--- src/qawd_pkg.sv ---
package qawd_pkg;
  // ==========================================
  // Register offsets
  localparam logic [3:0] QAWD_ADDR_RESULT = 4'h0;
  localparam logic [3:0] QAWD_ADDR_COUNT = 4'h1;
  localparam logic [3:0] QAWD_ADDR_CTRL = 4'h2;
  localparam logic [3:0] QAWD_ADDR_ANSWER = 4'h3;
  // ==========================================
  // Field positions
  localparam int QAWD_FLAG_TIMEOUT = 0;
  localparam int QAWD_FLAG_SEQ = 1;
  localparam int QAWD_FLAG_EARLY = 2;
  localparam int QAWD_FLAG_ERR = 3;
  localparam int QAWD_CTRL_MODE = 0;
  // ==========================================
  // Reset values and counts
  localparam logic [3:0] QAWD_FLAGS_RESET = 4'h0;
  localparam logic QAWD_MODE_RESET = 1'b0;
  localparam logic [2:0] QAWD_ANSWERS_PER_CYCLE = 3'h4;
  localparam logic [2:0] QAWD_FIRST_RESPONSE_WINDOW_ANSWERS = 3'h3;
  localparam logic [1:0] QAWD_LAST_SLOT = 2'h3;
endpackage

--- src/qawd_answer_eval.sv ---
`timescale 1ns/1ps
// Contract
// - Three good in window one plus one good in window two passes, new question, flags clear.
// - Fourth answer ends the cycle at once, without waiting for window end.
// - Any failing outcome increments failure counter and keeps the same question.
// - Window two expiring with under four answers ends cycle and sets timeout.
// - Under three in window one, four total, all good: only sequence error.
// - Under three in window one, four total, some bad: answer and sequence error.
// - Any bad answer sets answer error at cycle end, whichever window.
// - Exactly three good in window one, none later: only timeout.
// - One or two good in window one, none later: sequence error and timeout.
// - Flags update at cycle end; reading returns them and clears them.
// - Evaluation runs only while answer mode select is zero.
module qawd_answer_eval
  import qawd_pkg::*;
(
  input wire logic clk,
  input wire logic rst_n,
  input wire logic wd_init,
  input wire logic first_response_window_active,
  input wire logic win2_active,
  input wire logic win2_expire,
  input wire logic [7:0] expected_answer,
  input wire logic [3:0] reg_addr,
  input wire logic [7:0] reg_wdata,
  input wire logic reg_wr,
  input wire logic reg_rd,
  output logic [7:0] reg_rdata,
  output logic [1:0] answer_counter,
  output logic cycle_end,
  output logic fail_inc,
  output logic fail_dec,
  output logic new_question,
  output logic answer_mode_select,
  output logic answer_error_flag,
  output logic early_answer_flag,
  output logic sequence_error_flag,
  output logic timeout_flag
);

  // ==========================================
  // Reset release
  logic rst_meta_n;
  logic rst_sync_n;

  always_ff @(posedge clk or negedge rst_n) begin
    if (!rst_n) begin
      rst_meta_n <= 1'b0;
      rst_sync_n <= 1'b0;
    end else begin
      rst_meta_n <= 1'b1;
      rst_sync_n <= rst_meta_n;
    end
  end

  // ==========================================
  // Address decode
  // Shared by the clear logic and its check so both agree on what a result read is
  function automatic logic result_read(input logic rd, input logic [3:0] addr);
    return rd && addr == QAWD_ADDR_RESULT;
  endfunction

  // ==========================================
  // Answer intake and verdict
  logic [2:0] first_response_window_count;
  logic any_bad;
  logic mode_write;
  logic restart;
  logic ans_take;
  logic ans_ok;
  logic fourth;
  logic expire;
  logic end_now;
  logic pass;
  logic [2:0] next_first_response_window_count;
  logic next_any_bad;
  logic [3:0] next_flags;
  logic [3:0] flags;

  assign flags = {answer_error_flag, early_answer_flag, sequence_error_flag, timeout_flag};

  always_comb begin
    mode_write = reg_wr && reg_addr == QAWD_ADDR_CTRL;
    // A mode change is an initialisation event, just like wd_init
    restart = wd_init || (mode_write && reg_wdata[QAWD_CTRL_MODE] != answer_mode_select);
    // Answers outside both windows are dropped
    // evaluation only in multi-answer mode
    ans_take = reg_wr && reg_addr == QAWD_ADDR_ANSWER && !answer_mode_select
               && (first_response_window_active || win2_active) && !restart;
    ans_ok = reg_wdata == expected_answer;
    next_first_response_window_count = first_response_window_count + {2'h0, ans_take && first_response_window_active};
    next_any_bad = any_bad || (ans_take && !ans_ok);
    fourth = ans_take && answer_counter == QAWD_LAST_SLOT;
    // window expiry with fewer answers; a simultaneous fourth answer wins
    expire = win2_expire && !answer_mode_select && !fourth && !restart;
    end_now = fourth || expire;
    pass = fourth && next_first_response_window_count == QAWD_FIRST_RESPONSE_WINDOW_ANSWERS && !next_any_bad;
    next_flags = QAWD_FLAGS_RESET;
    next_flags[QAWD_FLAG_ERR] = next_any_bad;
    next_flags[QAWD_FLAG_EARLY] = fourth && next_first_response_window_count == QAWD_ANSWERS_PER_CYCLE;
    // sequence error when window one count is neither three nor four
    next_flags[QAWD_FLAG_SEQ] = next_first_response_window_count != QAWD_FIRST_RESPONSE_WINDOW_ANSWERS
                                && next_first_response_window_count != QAWD_ANSWERS_PER_CYCLE;
    next_flags[QAWD_FLAG_TIMEOUT] = expire;
  end

  // counters cleared at each cycle start
  always_ff @(posedge clk or negedge rst_sync_n) begin
    if (!rst_sync_n) begin
      answer_counter <= 2'h0;
      first_response_window_count <= 3'h0;
      any_bad <= 1'b0;
    end else if (restart || end_now) begin
      answer_counter <= 2'h0;
      first_response_window_count <= 3'h0;
      any_bad <= 1'b0;
    end else begin
      answer_counter <= answer_counter + {1'b0, ans_take};
      first_response_window_count <= next_first_response_window_count;
      any_bad <= next_any_bad;
    end
  end

  always_ff @(posedge clk or negedge rst_sync_n) begin
    if (!rst_sync_n) begin
      cycle_end <= 1'b0;
      fail_inc <= 1'b0;
      fail_dec <= 1'b0;
      new_question <= 1'b0;
    end else begin
      cycle_end <= end_now;
      fail_inc <= end_now && !pass;
      fail_dec <= pass;
      new_question <= pass;
    end
  end

  // ==========================================
  // Result flags
  // load at cycle end, clear on read; a new result beats the clear
  always_ff @(posedge clk or negedge rst_sync_n) begin
    if (!rst_sync_n) begin
      {answer_error_flag, early_answer_flag, sequence_error_flag, timeout_flag} <= QAWD_FLAGS_RESET;
    end else if (end_now) begin
      {answer_error_flag, early_answer_flag, sequence_error_flag, timeout_flag} <= next_flags;
    end else if (restart || result_read(reg_rd, reg_addr)) begin
      {answer_error_flag, early_answer_flag, sequence_error_flag, timeout_flag} <= QAWD_FLAGS_RESET;
    end
  end

  // ==========================================
  // Register port
  always_ff @(posedge clk or negedge rst_sync_n) begin
    if (!rst_sync_n) begin
      answer_mode_select <= QAWD_MODE_RESET;
    end else if (mode_write) begin
      answer_mode_select <= reg_wdata[QAWD_CTRL_MODE];
    end
  end

  always_ff @(posedge clk or negedge rst_sync_n) begin
    if (!rst_sync_n) begin
      reg_rdata <= 8'h00;
    end else if (reg_rd) begin
      unique case (reg_addr)
        QAWD_ADDR_RESULT: reg_rdata <= {4'h0, flags};
        QAWD_ADDR_COUNT: reg_rdata <= {2'h0, any_bad, first_response_window_count, answer_counter};
        QAWD_ADDR_CTRL: reg_rdata <= {7'h00, answer_mode_select};
        default: reg_rdata <= 8'h00;
      endcase
    end else begin
      reg_rdata <= 8'h00;
    end
  end

  // ==========================================
  // Checks
  property p_pass_dec;
    @(posedge clk) disable iff (!rst_sync_n)
    pass |=> fail_dec && new_question && !fail_inc && flags == 4'h0;
  endproperty
  a_pass_dec: assert property (p_pass_dec) else $error("pass did not decrement");

  property p_fourth_ends;
    @(posedge clk) disable iff (!rst_sync_n)
    fourth |=> cycle_end && answer_counter == 2'h0;
  endproperty
  a_fourth_ends: assert property (p_fourth_ends) else $error("fourth answer did not end cycle");

  property p_fail_same_q;
    @(posedge clk) disable iff (!rst_sync_n)
    end_now && !pass |=> fail_inc && !new_question && !fail_dec;
  endproperty
  a_fail_same_q: assert property (p_fail_same_q) else $error("failure handled wrongly");

  property p_timeout;
    @(posedge clk) disable iff (!rst_sync_n)
    expire |=> timeout_flag && cycle_end && fail_inc;
  endproperty
  a_timeout: assert property (p_timeout) else $error("timeout not flagged");

  property p_seq_only;
    @(posedge clk) disable iff (!rst_sync_n)
    fourth && next_first_response_window_count < 3'h3 && !next_any_bad |=> flags == 4'h2;
  endproperty
  a_seq_only: assert property (p_seq_only) else $error("expected only sequence error");

  property p_sequence_error_flag;
    @(posedge clk) disable iff (!rst_sync_n)
    fourth && next_first_response_window_count < 3'h3 && next_any_bad |=> flags == 4'ha;
  endproperty
  a_sequence_error_flag: assert property (p_sequence_error_flag) else $error("expected answer and sequence error");

  property p_any_bad;
    @(posedge clk) disable iff (!rst_sync_n)
    end_now && (any_bad || (ans_take && !ans_ok)) |=> answer_error_flag;
  endproperty
  a_any_bad: assert property (p_any_bad) else $error("bad answer lost");

  property p_three_idle;
    @(posedge clk) disable iff (!rst_sync_n)
    expire && first_response_window_count == 3'h3 && !any_bad |=> flags == 4'h1;
  endproperty
  a_three_idle: assert property (p_three_idle) else $error("expected only timeout");

  property p_few_idle;
    @(posedge clk) disable iff (!rst_sync_n)
    expire && !any_bad && !ans_take && (first_response_window_count == 3'h1 || first_response_window_count == 3'h2)
      && answer_counter == first_response_window_count[1:0] |=> flags == 4'h3;
  endproperty
  a_few_idle: assert property (p_few_idle) else $error("expected sequence error and timeout");

  property p_read_clear;
    @(posedge clk) disable iff (!rst_sync_n)
    result_read(reg_rd, reg_addr) && !end_now |=> flags == 4'h0 && reg_rdata == {4'h0, $past(flags)};
  endproperty
  a_read_clear: assert property (p_read_clear) else $error("result read wrong");

  property p_single_idle;
    @(posedge clk) disable iff (!rst_sync_n)
    answer_mode_select |=> !cycle_end;
  endproperty
  a_single_idle: assert property (p_single_idle) else $error("evaluated in single mode");

  property p_compare;
    @(posedge clk) disable iff (!rst_sync_n)
    ans_take && !ans_ok && !end_now |=> any_bad;
  endproperty
  a_compare: assert property (p_compare) else $error("mismatch not recorded");

  property p_cnt_zero;
    @(posedge clk) disable iff (!rst_sync_n)
    restart || end_now |=> answer_counter == 2'h0 && first_response_window_count == 3'h0;
  endproperty
  a_cnt_zero: assert property (p_cnt_zero) else $error("counter not cleared");

  property p_restart_quiet;
    @(posedge clk) disable iff (!rst_sync_n)
    restart |=> !cycle_end && !fail_inc && !fail_dec && answer_counter == 2'h0 && flags == 4'h0;
  endproperty
  a_restart_quiet: assert property (p_restart_quiet) else $error("restart left state behind");

  property p_early;
    @(posedge clk) disable iff (!rst_sync_n)
    fourth && next_first_response_window_count == 3'h4
      |=> fail_inc && early_answer_flag && !sequence_error_flag && !timeout_flag;
  endproperty
  a_early: assert property (p_early) else $error("four in window one not failed as early");

  property p_one_verdict;
    @(posedge clk) disable iff (!rst_sync_n)
    cycle_end |-> fail_inc != fail_dec;
  endproperty
  a_one_verdict: assert property (p_one_verdict) else $error("cycle end without single verdict");

  property p_no_stray;
    @(posedge clk) disable iff (!rst_sync_n)
    !cycle_end |-> !fail_inc && !fail_dec && !new_question;
  endproperty
  a_no_stray: assert property (p_no_stray) else $error("verdict pulse outside cycle end");

  property p_rdata_idle;
    @(posedge clk) disable iff (!rst_sync_n)
    !reg_rd |=> reg_rdata == 8'h00;
  endproperty
  a_rdata_idle: assert property (p_rdata_idle) else $error("read data without read");

  property p_single_count;
    @(posedge clk) disable iff (!rst_sync_n)
    answer_mode_select |=> answer_counter == 2'h0;
  endproperty
  a_single_count: assert property (p_single_count) else $error("answer counted in single mode");

endmodule

--- config.mk ---
export PLATFORM = sky130hd
export DESIGN_NAME = qawd_answer_eval
export DESIGN_NICKNAME = d
export VERILOG_FILES = /design/src/qawd_pkg.sv /design/src/qawd_answer_eval.sv
export SDC_FILE = /design/constraint.sdc
export NUM_CORES = 1
export LEC_CHECK = 0
export BUFFER_PORTS_ARGS = -buffer_cell sky130_fd_sc_hd__buf_2
export CORE_MARGIN = 3
export CORE_UTILIZATION = 30
export DETAILED_ROUTE_END_ITERATION = 10
export PLACE_DENSITY = 0.6
export SYNTH_ARGS = -nofsm -noshare
export SYNTH_HDL_FRONTEND = slang
export SYNTH_SLANG_ARGS = --single-unit
--- constraint.sdc ---
create_clock -name clk -period 0.8 [get_ports clk]
set_input_delay 0.08 -clock clk [delete_from_list [all_inputs] [get_ports clk]]
set_output_delay 0.08 -clock clk [all_outputs]
set_load 0.005 [all_outputs]
# Word-level counts from Yosys, hierarchy flattened
# Index checks and enable logic that the tools add are counted.
[totals] inputBits=28 output_inout_bits=19 reg_bits=24
[op_classes] eq_ne=10 n_reduce_logical=32 add_sub_neg=2 muxes=10
[op_table] cell="1-bit logical AND" n=18
[op_table] cell="6-bit one-hot mux with 3 select lines" n=1
[op_table] cell="4-bit by 2-bit == test with 1-bit output (second input constant)" n=2
[op_table] cell="8-bit == test" n=1
[op_table] cell="8-bit 2-to-1 mux" n=1
[op_table] cell="1-bit logical NOT" n=6
[op_table] cell="1-bit logical OR" n=6
[op_table] cell="1-bit 2-to-1 mux" n=6
[op_table] cell="4-bit by 1-bit == test with 1-bit output (second input constant)" n=1
[op_table] cell="4-bit logical NOT" n=1
[op_table] cell="3-bit by 1-bit adder with 3-bit output" n=1
[op_table] cell="3-bit by 2-bit == test with 1-bit output (second input constant)" n=1
[op_table] cell="3-bit == test (second input constant)" n=1
[op_table] cell="3-bit 2-to-1 mux" n=1
[op_table] cell="3-bit by 2-bit != test with 1-bit output (second input constant)" n=1
[op_table] cell="3-bit != test (second input constant)" n=1
[op_table] cell="2-bit by 1-bit adder with 2-bit output" n=1
[op_table] cell="2-bit == test (second input constant)" n=1
[op_table] cell="2-bit 2-to-1 mux" n=1
[op_table] cell="2-bit nonzero test" n=1
[op_table] cell="1-bit != test" n=1

# Logic depth before layout (Yosys ltp)
# Gate-level depths: netlist (run 1).
[logic_depth] ltp_word=13 mapped_depth=9

# Worst setup path after synthesis (run 1)
# Ideal clock, no wire load.
[synth_path] path_type="register to register" start="register answer_mode_select" end="register sequence_error_flag" t_arrival_ns=1.999 path_buffers=0 path_stages_with_launch=8 slack_ns=-1.320 t_required_ns=0.678 period_less_slack_ns=2.120 path_cell_list="dfrtp_1 > nand2b_4 > nor4_2 > and2_1 > ha_1 > ha_1 > or3_1 > a32o_1"
[synth_between] elab_chain_len=11 word_cells_on_any_way=22 cone_classes="add/sub (1); eq/ne (3); mux (1); reduce/logical (17)"
[synth_rtl] element="start: declaration" line_no="qawd_answer_eval.sv:34" text="output logic answer_mode_select,"
[synth_rtl] element="start signal: assignment" line_no="qawd_answer_eval.sv:157" text="answer_mode_select <= reg_wdata[QAWD_CTRL_MODE];"
[synth_rtl] element="parallel branches: the longest is 11 deep, another holds 3-bit by 1-bit adder with 3-bit output"
[synth_rtl] element="end signal: assignment" line_no="qawd_answer_eval.sv:145" text="{answer_error_flag, early_answer_flag, sequence_error_flag, timeout_flag} <= next_flags;"
[synth_rtl] element="end: declaration" line_no="qawd_answer_eval.sv:37" text="output logic sequence_error_flag,"
# Several ways; the timed one is not identified.
# A chain may end at the register's enable or synchronous reset.

# Worst setup path after layout (run 1)
# Same ends and word-level chain as after synthesis.

==> flow_summary.toml, run 1 <==
[critical_path]
worstPathMaxFanout = 3
cpMostUsedCell = "ha_4"
crit_arrival_ps = 2170
crit_chain = "nand2b_4 > nor4_4 > and2_4 > ha_4 > ha_4 > xnor2_4 > or3_4 > a32o_1"
cp.required_ps = 960
crit_path_top_delay_cell = "dfrtp_1"
rr_startpoint = "answer_mode_select"
rr_endpoint = "sequence_error_flag"
critical_path_class = "reg -> reg"
r2r_cells = 8
crit_path_end_kind = "flip-flop"
max_stage_delay_ps = 380
worst_setup_path_start_kind = "flip-flop"
regToRegSetupSlack_ps = -1210

[grt]
antenna_found_initial = 0
grt_remaining_overflow = 0
grt_max_degree = 21
first_global_vias = 1185
grt_usage = 0.177
grt_first_pass_wirelength_um = 5780

[power_and_ir_drop]
power.density_nw_per_um2 = 1380
p_leak_nw = 1.02
power_mw = 2.94
vdd.ir_drop.worst_mv = 0.712

[clock_network]
cts_tree = "done"
cts_sinks = 22
cts_buffers = 3
clock_latency_ps = 270
h-tree-depth = 1
cts_buffer_depth = 2
cts_root_buf = "clkbuf_8"
clkTransAtPathRegs_ps = 80

[run]
maxCapViolations = 0

[timing]
worst_slack_ps = -1210
timing.fmax_mhz = 496
finalHoldViolCount = 0
rsz0062_at_grt = "yes"
fin_skew_ps = 9.21
min_period_ps = 2010
setup-violations-final = 37
fin_crit_sh = 2.52
final-max-slew-violation-count = 0

[finish]
area_growth_pct = 93.6
num-nets-final = 217
fillers = 249
layout-drive-gt1-share = 0.659
multi_input_area_um2 = 778
layout_common_cells = "buf_2, buf_4, dfrtp_1, buf_6, nor2_1"
instances_no_fill = 231
final_common_cell = "buf_2"
final-seq-area_um2 = 551
n_antenna_cell = 0

[synthesis]
syn_inst = 96
ys_types = 33
async_flop_share = 1.00
synth_edf_count = 0
synth_ff_type = "dfrtp_1"
syn_avg_cell_area_um2 = 11.4
ys_warn_count = 0
syn_area_um2 = 1100
ys_ff_latch = 22
ys_seq_area_frac = 0.502

[floorplan]
die-area_um2 = 4420
die_w_um = 66.5
fp-row-count = 21
coreArea_um2 = 3440
start_util = 0.319
die_h_um = 66.5
ios = 47

[drt]
final_antenna_net_count = 0
drtPass1Iterations = 4
drt_iter0_drc = 62
via_per_inst = 4.66
post-route-drc-count = 0
wl_um = 3970
vias = 1076
post_drt_wl_per_cell_um = 17.2

[placement]
place_inst = 214
place.gp.congestion = 0.844
port_buffers = 44
dp_hpwl_um = 2330

[outcome]
status = "finished with violations"
violations = "negative setup slack"

[worst_hold_path]
hold_class = "in -> async"
[per-layer routing]
metal  global-route usage  share of wire
met1                0.198           0.39
met2                0.328           0.55
met3               0.0169          0.037
met4               0.0863          0.026
met5                    0              0
[where the power goes]
part           switching [mW]  leakage, nW  total, mW  internal [mW]
clock                   0.371       0.0357       1.04          0.669
combinational           0.337        0.683      0.733          0.395
sequential             0.0199        0.297       1.17           1.15
total                   0.728         1.02       2.94           2.21
[cells by family after synthesis]
group	count (synthesis)	share of synthesized area
muxes	5	0.0468
other	2	0.00684
xor gates and xnor gates	11	0.0878
DFF	22	0.502
buffers and inverters	5	0.0308
AOI/OAI and AO/OA	9	0.0787
adders and majority gates	3	0.0342
and+or+nand+nor	39	0.213
[critical path: cells and delay by family (launching register included)]
family                     cells  cell delay [ps]
AOI/OAI and AO/OA              1              240
DFF                            1              380
and+or+nand+nor                4              930
adders and majority gates      2              280
xor gates and xnor gates       1               80
[sequential cells by signal (all words and copies together), names as in the netlist]
name,flops
answer_counter,2
answer_error_flag,1
answer_mode_select,1
any_bad,1
cycle_end,1
early_answer_flag,1
fail_inc,1
first_response_window_count,3
new_question,1
reg_rdata,6
rst_meta_n,1
rst_sync_n,1
sequence_error_flag,1
timeout_flag,1
[Yosys cell counts (2+ instances only)]
cell type	instances	area, µm²
nor4_1	3	18.8
nand3b_1	2	15.0
and2_1	2	12.5
and3_1	6	37.5
dfrtp_1	22	551
nand2_1	5	18.8
ha_1	3	37.5
nor2_1	11	41.3
xor2_1	8	70.1
buf_4	4	30.0
conb_1	2	7.51
o2bb2ai_1	2	17.5
xnor2_1	3	26.3
mux2i_1	4	40.0
[through the flow]
stage | area [µm²] | utilization | hold slack, ps | setup TNS [ps] | setup WS (ps)
2_1_floorplan | 1130 | - | -216 | -9730 | -1280
3_3_place_gp | 1610 | 0.469 | -136 | -12410 | -1210
3_5_place_dp | 1610 | 0.469 | -133 | -13190 | -1270
4_1_cts | 2000 | 0.581 | 120 | -16560 | -1240
5_1_grt | 2120 | 0.617 | 129 | -15040 | -1280
6_report | 2120 | 0.617 | 120 | -13500 | -1210
[layout make-up]
class                   count  area share
clock buffers               3      0.0194
clock inverters             1      0.0141
inverters                   1     0.00177
multi-input cells          70       0.366
flip-flops and latches     22       0.259
well taps                  46      0.0271
repair buffers             88       0.312
[worst max path at each step]
stage | endpoint | depth (start not counted) | slack [ps] | startpoint
detailed placement | sequence_error_flag | 8 | -1270 | reg_addr[2]
floorplan | sequence_error_flag | 7 | -1280 | answer_mode_select
CTS | sequence_error_flag | 7 | -1240 | answer_mode_select
finish | sequence_error_flag | 8 | -1210 | answer_mode_select
global route | early_answer_flag | 9 | -1280 | answer_mode_select
global placement | sequence_error_flag | 7 | -1210 | answer_mode_select
[repair_timing]
item | in CTS | in global routing
gates resized for setup | 45 | 20
pin swaps | 15 | 16
hold buffers | 1 | 0
endpoints found under the hold margin | 2 | 0
setup buffers | 13 | 6
setup endpoints to repair | 37 | 37
Note: power is estimated with default switching activity, not from simulation.
==> run 2: changes to the inputs <==
ABC_AREA = 1   (was default)
PLACE_DENSITY = 0.58   (was 0.6)
==> run 2 against run 1 <==
  * The flow still finishes with violations (negative setup slack)
  * Combinational power decreased by 23%
  * Flip-flop and latch count unchanged
  * Sequential share of layout area increased by 0.55 points
  * Critical path depth up 5
  * Largest cell class unchanged
  * Die area up 12%
  * Synthesized cell count increased by 55%
  * Register-to-register slack better by 90 ps
  * Cell area is 1.4% lower
  * Setup slack improved by 88 ps
  * Total power shrank 4.8%
==> flow_summary.toml, run 2 <==
[drt]
post-route-drc-count = 0
drtPass1Iterations = 4
wl_um = 2980
vias = 1187
m1WireLength_um = 1270
drt_iter0_drc = 32
post_drt_wl_per_cell_um = 10.5
highest_layer = "met4"
via_per_inst = 4.19
final_antenna_net_count = 0
met3WireLength_um = 145
dr_wl_met2_um = 1510

[critical_path]
worst_setup_path_start_kind = "flip-flop"
cp.required_ps = 970
cpMostUsedCell = "nand2_2"
crit_path_end_kind = "flip-flop"
path_buf_inv = 2
max_stage_delay_ps = 440
crit_chain = "nand2_2 > nand2_2 > nand3_2 > nand2_2 > nor3b_2 > ha_2 > ha_4 > xnor2_4 > buf_4 > nor3_4 > inv_1 > nand3_2 > nand2_1"
crit_arrival_ps = 2100
crit_path_top_delay_cell = "dfrtp_2"
critPathTopFamily = "simple AND/OR/NAND/NOR gates"
critical_path_class = "reg -> reg"
regToRegSetupSlack_ps = -1130
worstPathMaxFanout = 4

[grt]
antenna_found_initial = 0
grt_remaining_overflow = 0
grt_usage = 0.125
grt_max_degree = 21
first_global_vias = 1142
grt_first_pass_wirelength_um = 4950

[clock_network]
clkTransAtPathRegs_ps = 80
cts_buffers = 3
cts_tree = "done"
cts_sinks = 22
clock_latency_ps = 270
cts_root_buf = "clkbuf_8"
cts_buffer_depth = 2
h-tree-depth = 1

[timing]
fin_skew_ps = 4.13
whs_ps = 14.2
worst_slack_ps = -1130
final-max-slew-violation-count = 0
rsz0062_at_grt = "yes"
finalHoldViolCount = 0
setup-violations-final = 34
timing.fmax_mhz = 519
fin_crit_sh = 2.41
min_period_ps = 1930

[finish]
final_cell_area_um2 = 2090
final-seq-area_um2 = 554
area_growth_pct = 68.4
num-nets-final = 267
layout-drive-gt1-share = 0.591
largest_reg_flops = 6
layout_common_cells = "buf_2, buf_4, nand2_1"
utilization = 0.547
multi_input_area_um2 = 732
fillers = 355
largest_register = "reg_rdata"
n_antenna_cell = 0
instances_no_fill = 283
top_regs = "reg_rdata (6), first_response_window_count (3), answer_counter (2)"
final_common_cell = "buf_2"

[floorplan]
die_h_um = 70.4
ios = 47
die_w_um = 70.4
coreArea_um2 = 3830
die-area_um2 = 4950
fp-row-count = 22
start_util = 0.325

[run]
maxCapViolations = 0

[synthesis]
synth_ff_type = "dfrtp_1"
syn_inst = 149
synth_top_area_cell = "dfrtp_1"
synth_largest_type_area_fraction = 0.443
synth_edf_count = 0
ys_seq_area_frac = 0.443
async_flop_share = 1.00
yosys-top-cells-area = "dfrtp_1, nand2_1, inv_1"
synth.most_common_cell = "nand2_1"
syn_avg_cell_area_um2 = 8.35
ys_ff_latch = 22
netlist_top_cells_count = "nand2_1, dfrtp_1, inv_1, nor2_1"
syn_area_um2 = 1240
ys_warn_count = 0
ys_types = 23

[placement]
port_buffers = 44
place.gp.congestion = 0.882
place_area_um2 = 1790
place_inst = 269
dp_hpwl_um = 2300

[power_and_ir_drop]
p_leak_nw = 1.12
power_mw = 2.80
vdd.ir_drop.worst_mv = 0.674
power.density_nw_per_um2 = 1340

[outcome]
status = "finished with violations"
violations = "negative setup slack"

[worst_hold_path]
hold_class = "in -> reg"
==> run 2: cell types whose count changed after synthesis, sizes merged, moves of 6 or more <==
cell	delta
and3	-7
inv	+25
nand2	+32
nand3	+11
nor2	+11
xnor2	+6
xor2	-8
==> run 2: worst register-to-register path: cells and delay by family, from the launching register on <==
kind,cells,cell delay [ps]
xor+xnor,1,70
simple gates,8,740
fa+ha+maj,2,360
flops,1,440
buf+inv,2,220
==> run 2: layout make-up <==
cell class,count,share of cell area
Inverter,26,0.0490
Multi-Input combinational cell,99,0.349
Clock inverter,1,0.0143
Timing Repair Buffer,84,0.274
Tap cell,48,0.0287
Clock buffer,3,0.0197
Sequential cell,22,0.265
==> run 2: path summary, 6_finish.rpt <==
path / end / startpoint / cells past startpoint
setup / recovery: sequence_error_flag / answer_mode_select / 13
min in group asynchronous: rst_sync_n / rst_n / 2
setup reg to reg: sequence_error_flag / answer_mode_select / 13
max in group asynchronous: first_response_window_count[1] / rst_sync_n / 1
hold / removal: reg_rdata[0] / reg_rd / 3
hold reg to reg: first_response_window_count[0] / rst_sync_n / 1
==> run 2: cells by family after synthesis <==
kind of cell / count (synthesis) / share of synthesized area
and+or+nand+nor: 79 / 0.338
buffers and inverters: 29 / 0.0966
DFF: 22 / 0.443
xor gates and xnor gates: 9 / 0.0634
AOI/OAI and AO/OA: 5 / 0.0231
adders and majority gates: 3 / 0.0302
other: 2 / 0.00604
==> run 2: report_power, final <==
group          leakage (nW)  total (mW)  internal [mW]  switching, mW
Sequential            0.293        1.18           1.15         0.0271
Combinational         0.790       0.566          0.296          0.270
Clock                0.0357        1.06          0.669          0.387
==> run 2: layer usage <==
layer  track usage  up-vias
met5             0        -
met4        0.0574        0
met3        0.0158        5
met2         0.219       34
met1         0.151      525
li1              -      623
==> run 2: what timing repair did <==
item                       4_1_cts  5_1_grt
hold buffers                     1        0
gates resized for setup         20       23
hold endpoints to repair         2        0
setup endpoints to repair       32       37
pin swaps                        8       13
buffers inserted                 9        4
==> run 2: stage by stage <==
step / TNS [ps] / setup WS [ps]
after global routing: -14580 / -1260
after detailed placement: -11250 / -1110
after global placement: -10960 / -1070
after CTS: -12720 / -1100
after floorplan: -8450 / -1060
final: -12450 / -1130
==> run 3: changes to the inputs <==
REMOVE_ABC_BUFFERS = 1   (was default)
==> run 3 against run 2 <==
  * The flow still finishes with violations (negative setup slack)
  * Wire length increased by 9.7%
  * Register-to-register slack got worse by 90 ps
  * Clock power hardly changed
  * Total power about the same
  * Flip-flop and latch count did not move
  * Critical path type unchanged
==> flow_summary.toml, run 3 (synthesis gave the netlist of run 2 again) <==
[drt]
drtPass1Iterations = 4
drt_iter0_drc = 38
final_antenna_net_count = 0
post-route-drc-count = 0
vias = 1240
via_per_inst = 4.32
post_drt_wl_per_cell_um = 11.4
wl_um = 3270

[finish]
n_antenna_cell = 0
largest_register = "reg_rdata"
utilization = 0.568
layout_common_cells = "buf_2, buf_4, nand2_1"
layout-drive-gt1-share = 0.611
area_growth_pct = 74.8
largest_reg_flops = 6
fillers = 341
num-nets-final = 271
final_common_cell = "buf_2"
top_regs = "reg_rdata (6), first_response_window_count (3), answer_counter (2)"

[timing]
whs_ps = 32.0
fin_crit_sh = 2.52
final-max-slew-violation-count = 0
min_period_ps = 2010
setup-violations-final = 35
rsz0062_at_grt = "yes"
fin_skew_ps = 2.32
finalHoldViolCount = 0
timing.fmax_mhz = 496
worst_slack_ps = -1210

[grt]
grt_max_degree = 21
first_global_vias = 1217
grt_usage = 0.124
grt_first_pass_wirelength_um = 5120
grt_remaining_overflow = 0
antenna_found_initial = 0

[clock_network]
clock_latency_ps = 260
clkTransAtPathRegs_ps = 80
cts_buffer_depth = 2
cts_tree = "done"
cts_sinks = 22
cts_root_buf = "clkbuf_8"
cts_buffers = 3
h-tree-depth = 1

[critical_path]
path_buf_inv = 2
crit_arrival_ps = 2170
crit_chain = "nor2_1 > nand3_2 > nor3b_4 > ha_4 > ha_4 > xnor2_4 > buf_6 > nor3_4 > inv_2 > nand3_2 > nand2_1"
worst_setup_path_start_kind = "flip-flop"
cp.required_ps = 950
crit_path_end_kind = "flip-flop"
regToRegSetupSlack_ps = -1210
worst-path-stages = 11
r2r_cells = 11
critPathTopFamily = "simple AND/OR/NAND/NOR gates"
rr_endpoint = "sequence_error_flag"
crit_path_top_delay_cell = "dfrtp_2"
worstPathMaxFanout = 4
max_stage_delay_ps = 440
critical_path_class = "reg -> reg"
rr_startpoint = "answer_mode_select"

[placement]
dp_hpwl_um = 2280
port_buffers = 44
dp_slack_ps = -1300
place.gp.congestion = 0.832

[floorplan]
die_h_um = 70.4
coreArea_um2 = 3830
fp-row-count = 22
ios = 47
start_util = 0.325
die_w_um = 70.4
die-area_um2 = 4950

[power_and_ir_drop]
power.density_nw_per_um2 = 1290
vdd.ir_drop.worst_mv = 0.617
p_leak_nw = 1.16
power_mw = 2.80

[worst_hold_path]
hold_end = "reg_rdata[0]"
hold_class = "in -> reg"
holdPathStages = 3
min_from = "reg_rd"

[outcome]
violations = "negative setup slack"
status = "finished with violations"

[run]
maxCapViolations = 0
[run 3: changes by cell type in the layout (fill, tap and decap cells not counted), moves of 2 or more]
cell and delta:
buf_6 +8, nor2_2 +3, buf_4 -3, nor2_1 -2, nand3_2 +2, nand3_1 -2, nand2_4 +2
[run 3: area by class of cell]
type | instances | area, µm² | share of cell area
multi-input cells | 99 | 766 | 0.352
inverters | 26 | 103 | 0.0472
flip-flops and latches | 22 | 553 | 0.254
clock inverters | 1 | 30.0 | 0.0138
clock buffers | 3 | 41.3 | 0.0190
well taps | 48 | 60.1 | 0.0276
repair buffers | 88 | 622 | 0.286
[run 3: layer usage]
layer | track usage | part of all wire
met1 | 0.145 | 0.39
met2 | 0.237 | 0.54
met5 | 0 | 0
met4 | 0.0319 | 0.0083
met3 | 0.0129 | 0.053
[run 3: timing repair]
item,in CTS,in global routing
hold buffers,1,0
endpoints found under the setup margin,33,37
buffers inserted,10,8
hold endpoints to repair,2,0
pin swaps,8,9
gates resized for setup,32,36
gates cloned,0,0
[run 3: where the power goes]
group	internal (mW)	leakage, nW	total [mW]	switching, mW
registers	1.15	0.294	1.18	0.0270
clock network	0.668	0.0357	1.03	0.359
logic	0.312	0.830	0.595	0.283
total	2.13	1.16	2.80	0.668
[run 3: stage by stage]
stage          area, µm²  std cells  setup TNS [ps]
2_1_floorplan       1220        147           -9080
3_3_place_gp        1720        268          -11290
3_5_place_dp        1720        268          -11860
4_1_cts             2010        281          -11830
5_1_grt             2170        287          -15250
6_report            2170        287          -13080
[run 3: worst max-delay path by stage]
| stage | slack [ps] | start | end |
|---|---|---|---|
| detailed placement | -1300 | answer_mode_select | fail_inc |
| global route | -1340 | answer_mode_select | fail_inc |
| global placement | -1210 | answer_mode_select | fail_inc |
| floorplan | -1210 | answer_mode_select | fail_inc |
| CTS | -1130 | answer_mode_select | fail_inc |
| finish | -1210 | answer_mode_select | sequence_error_flag |
[run 3: worst register-to-register path: cells and delay by family, from the launching register on]
family | cells | cell delay, ps
xor gates and xnor gates | 1 | 90
adders and majority gates | 2 | 320
buffers and inverters | 2 | 200
DFF | 1 | 440
and+or+nand+nor | 6 | 860
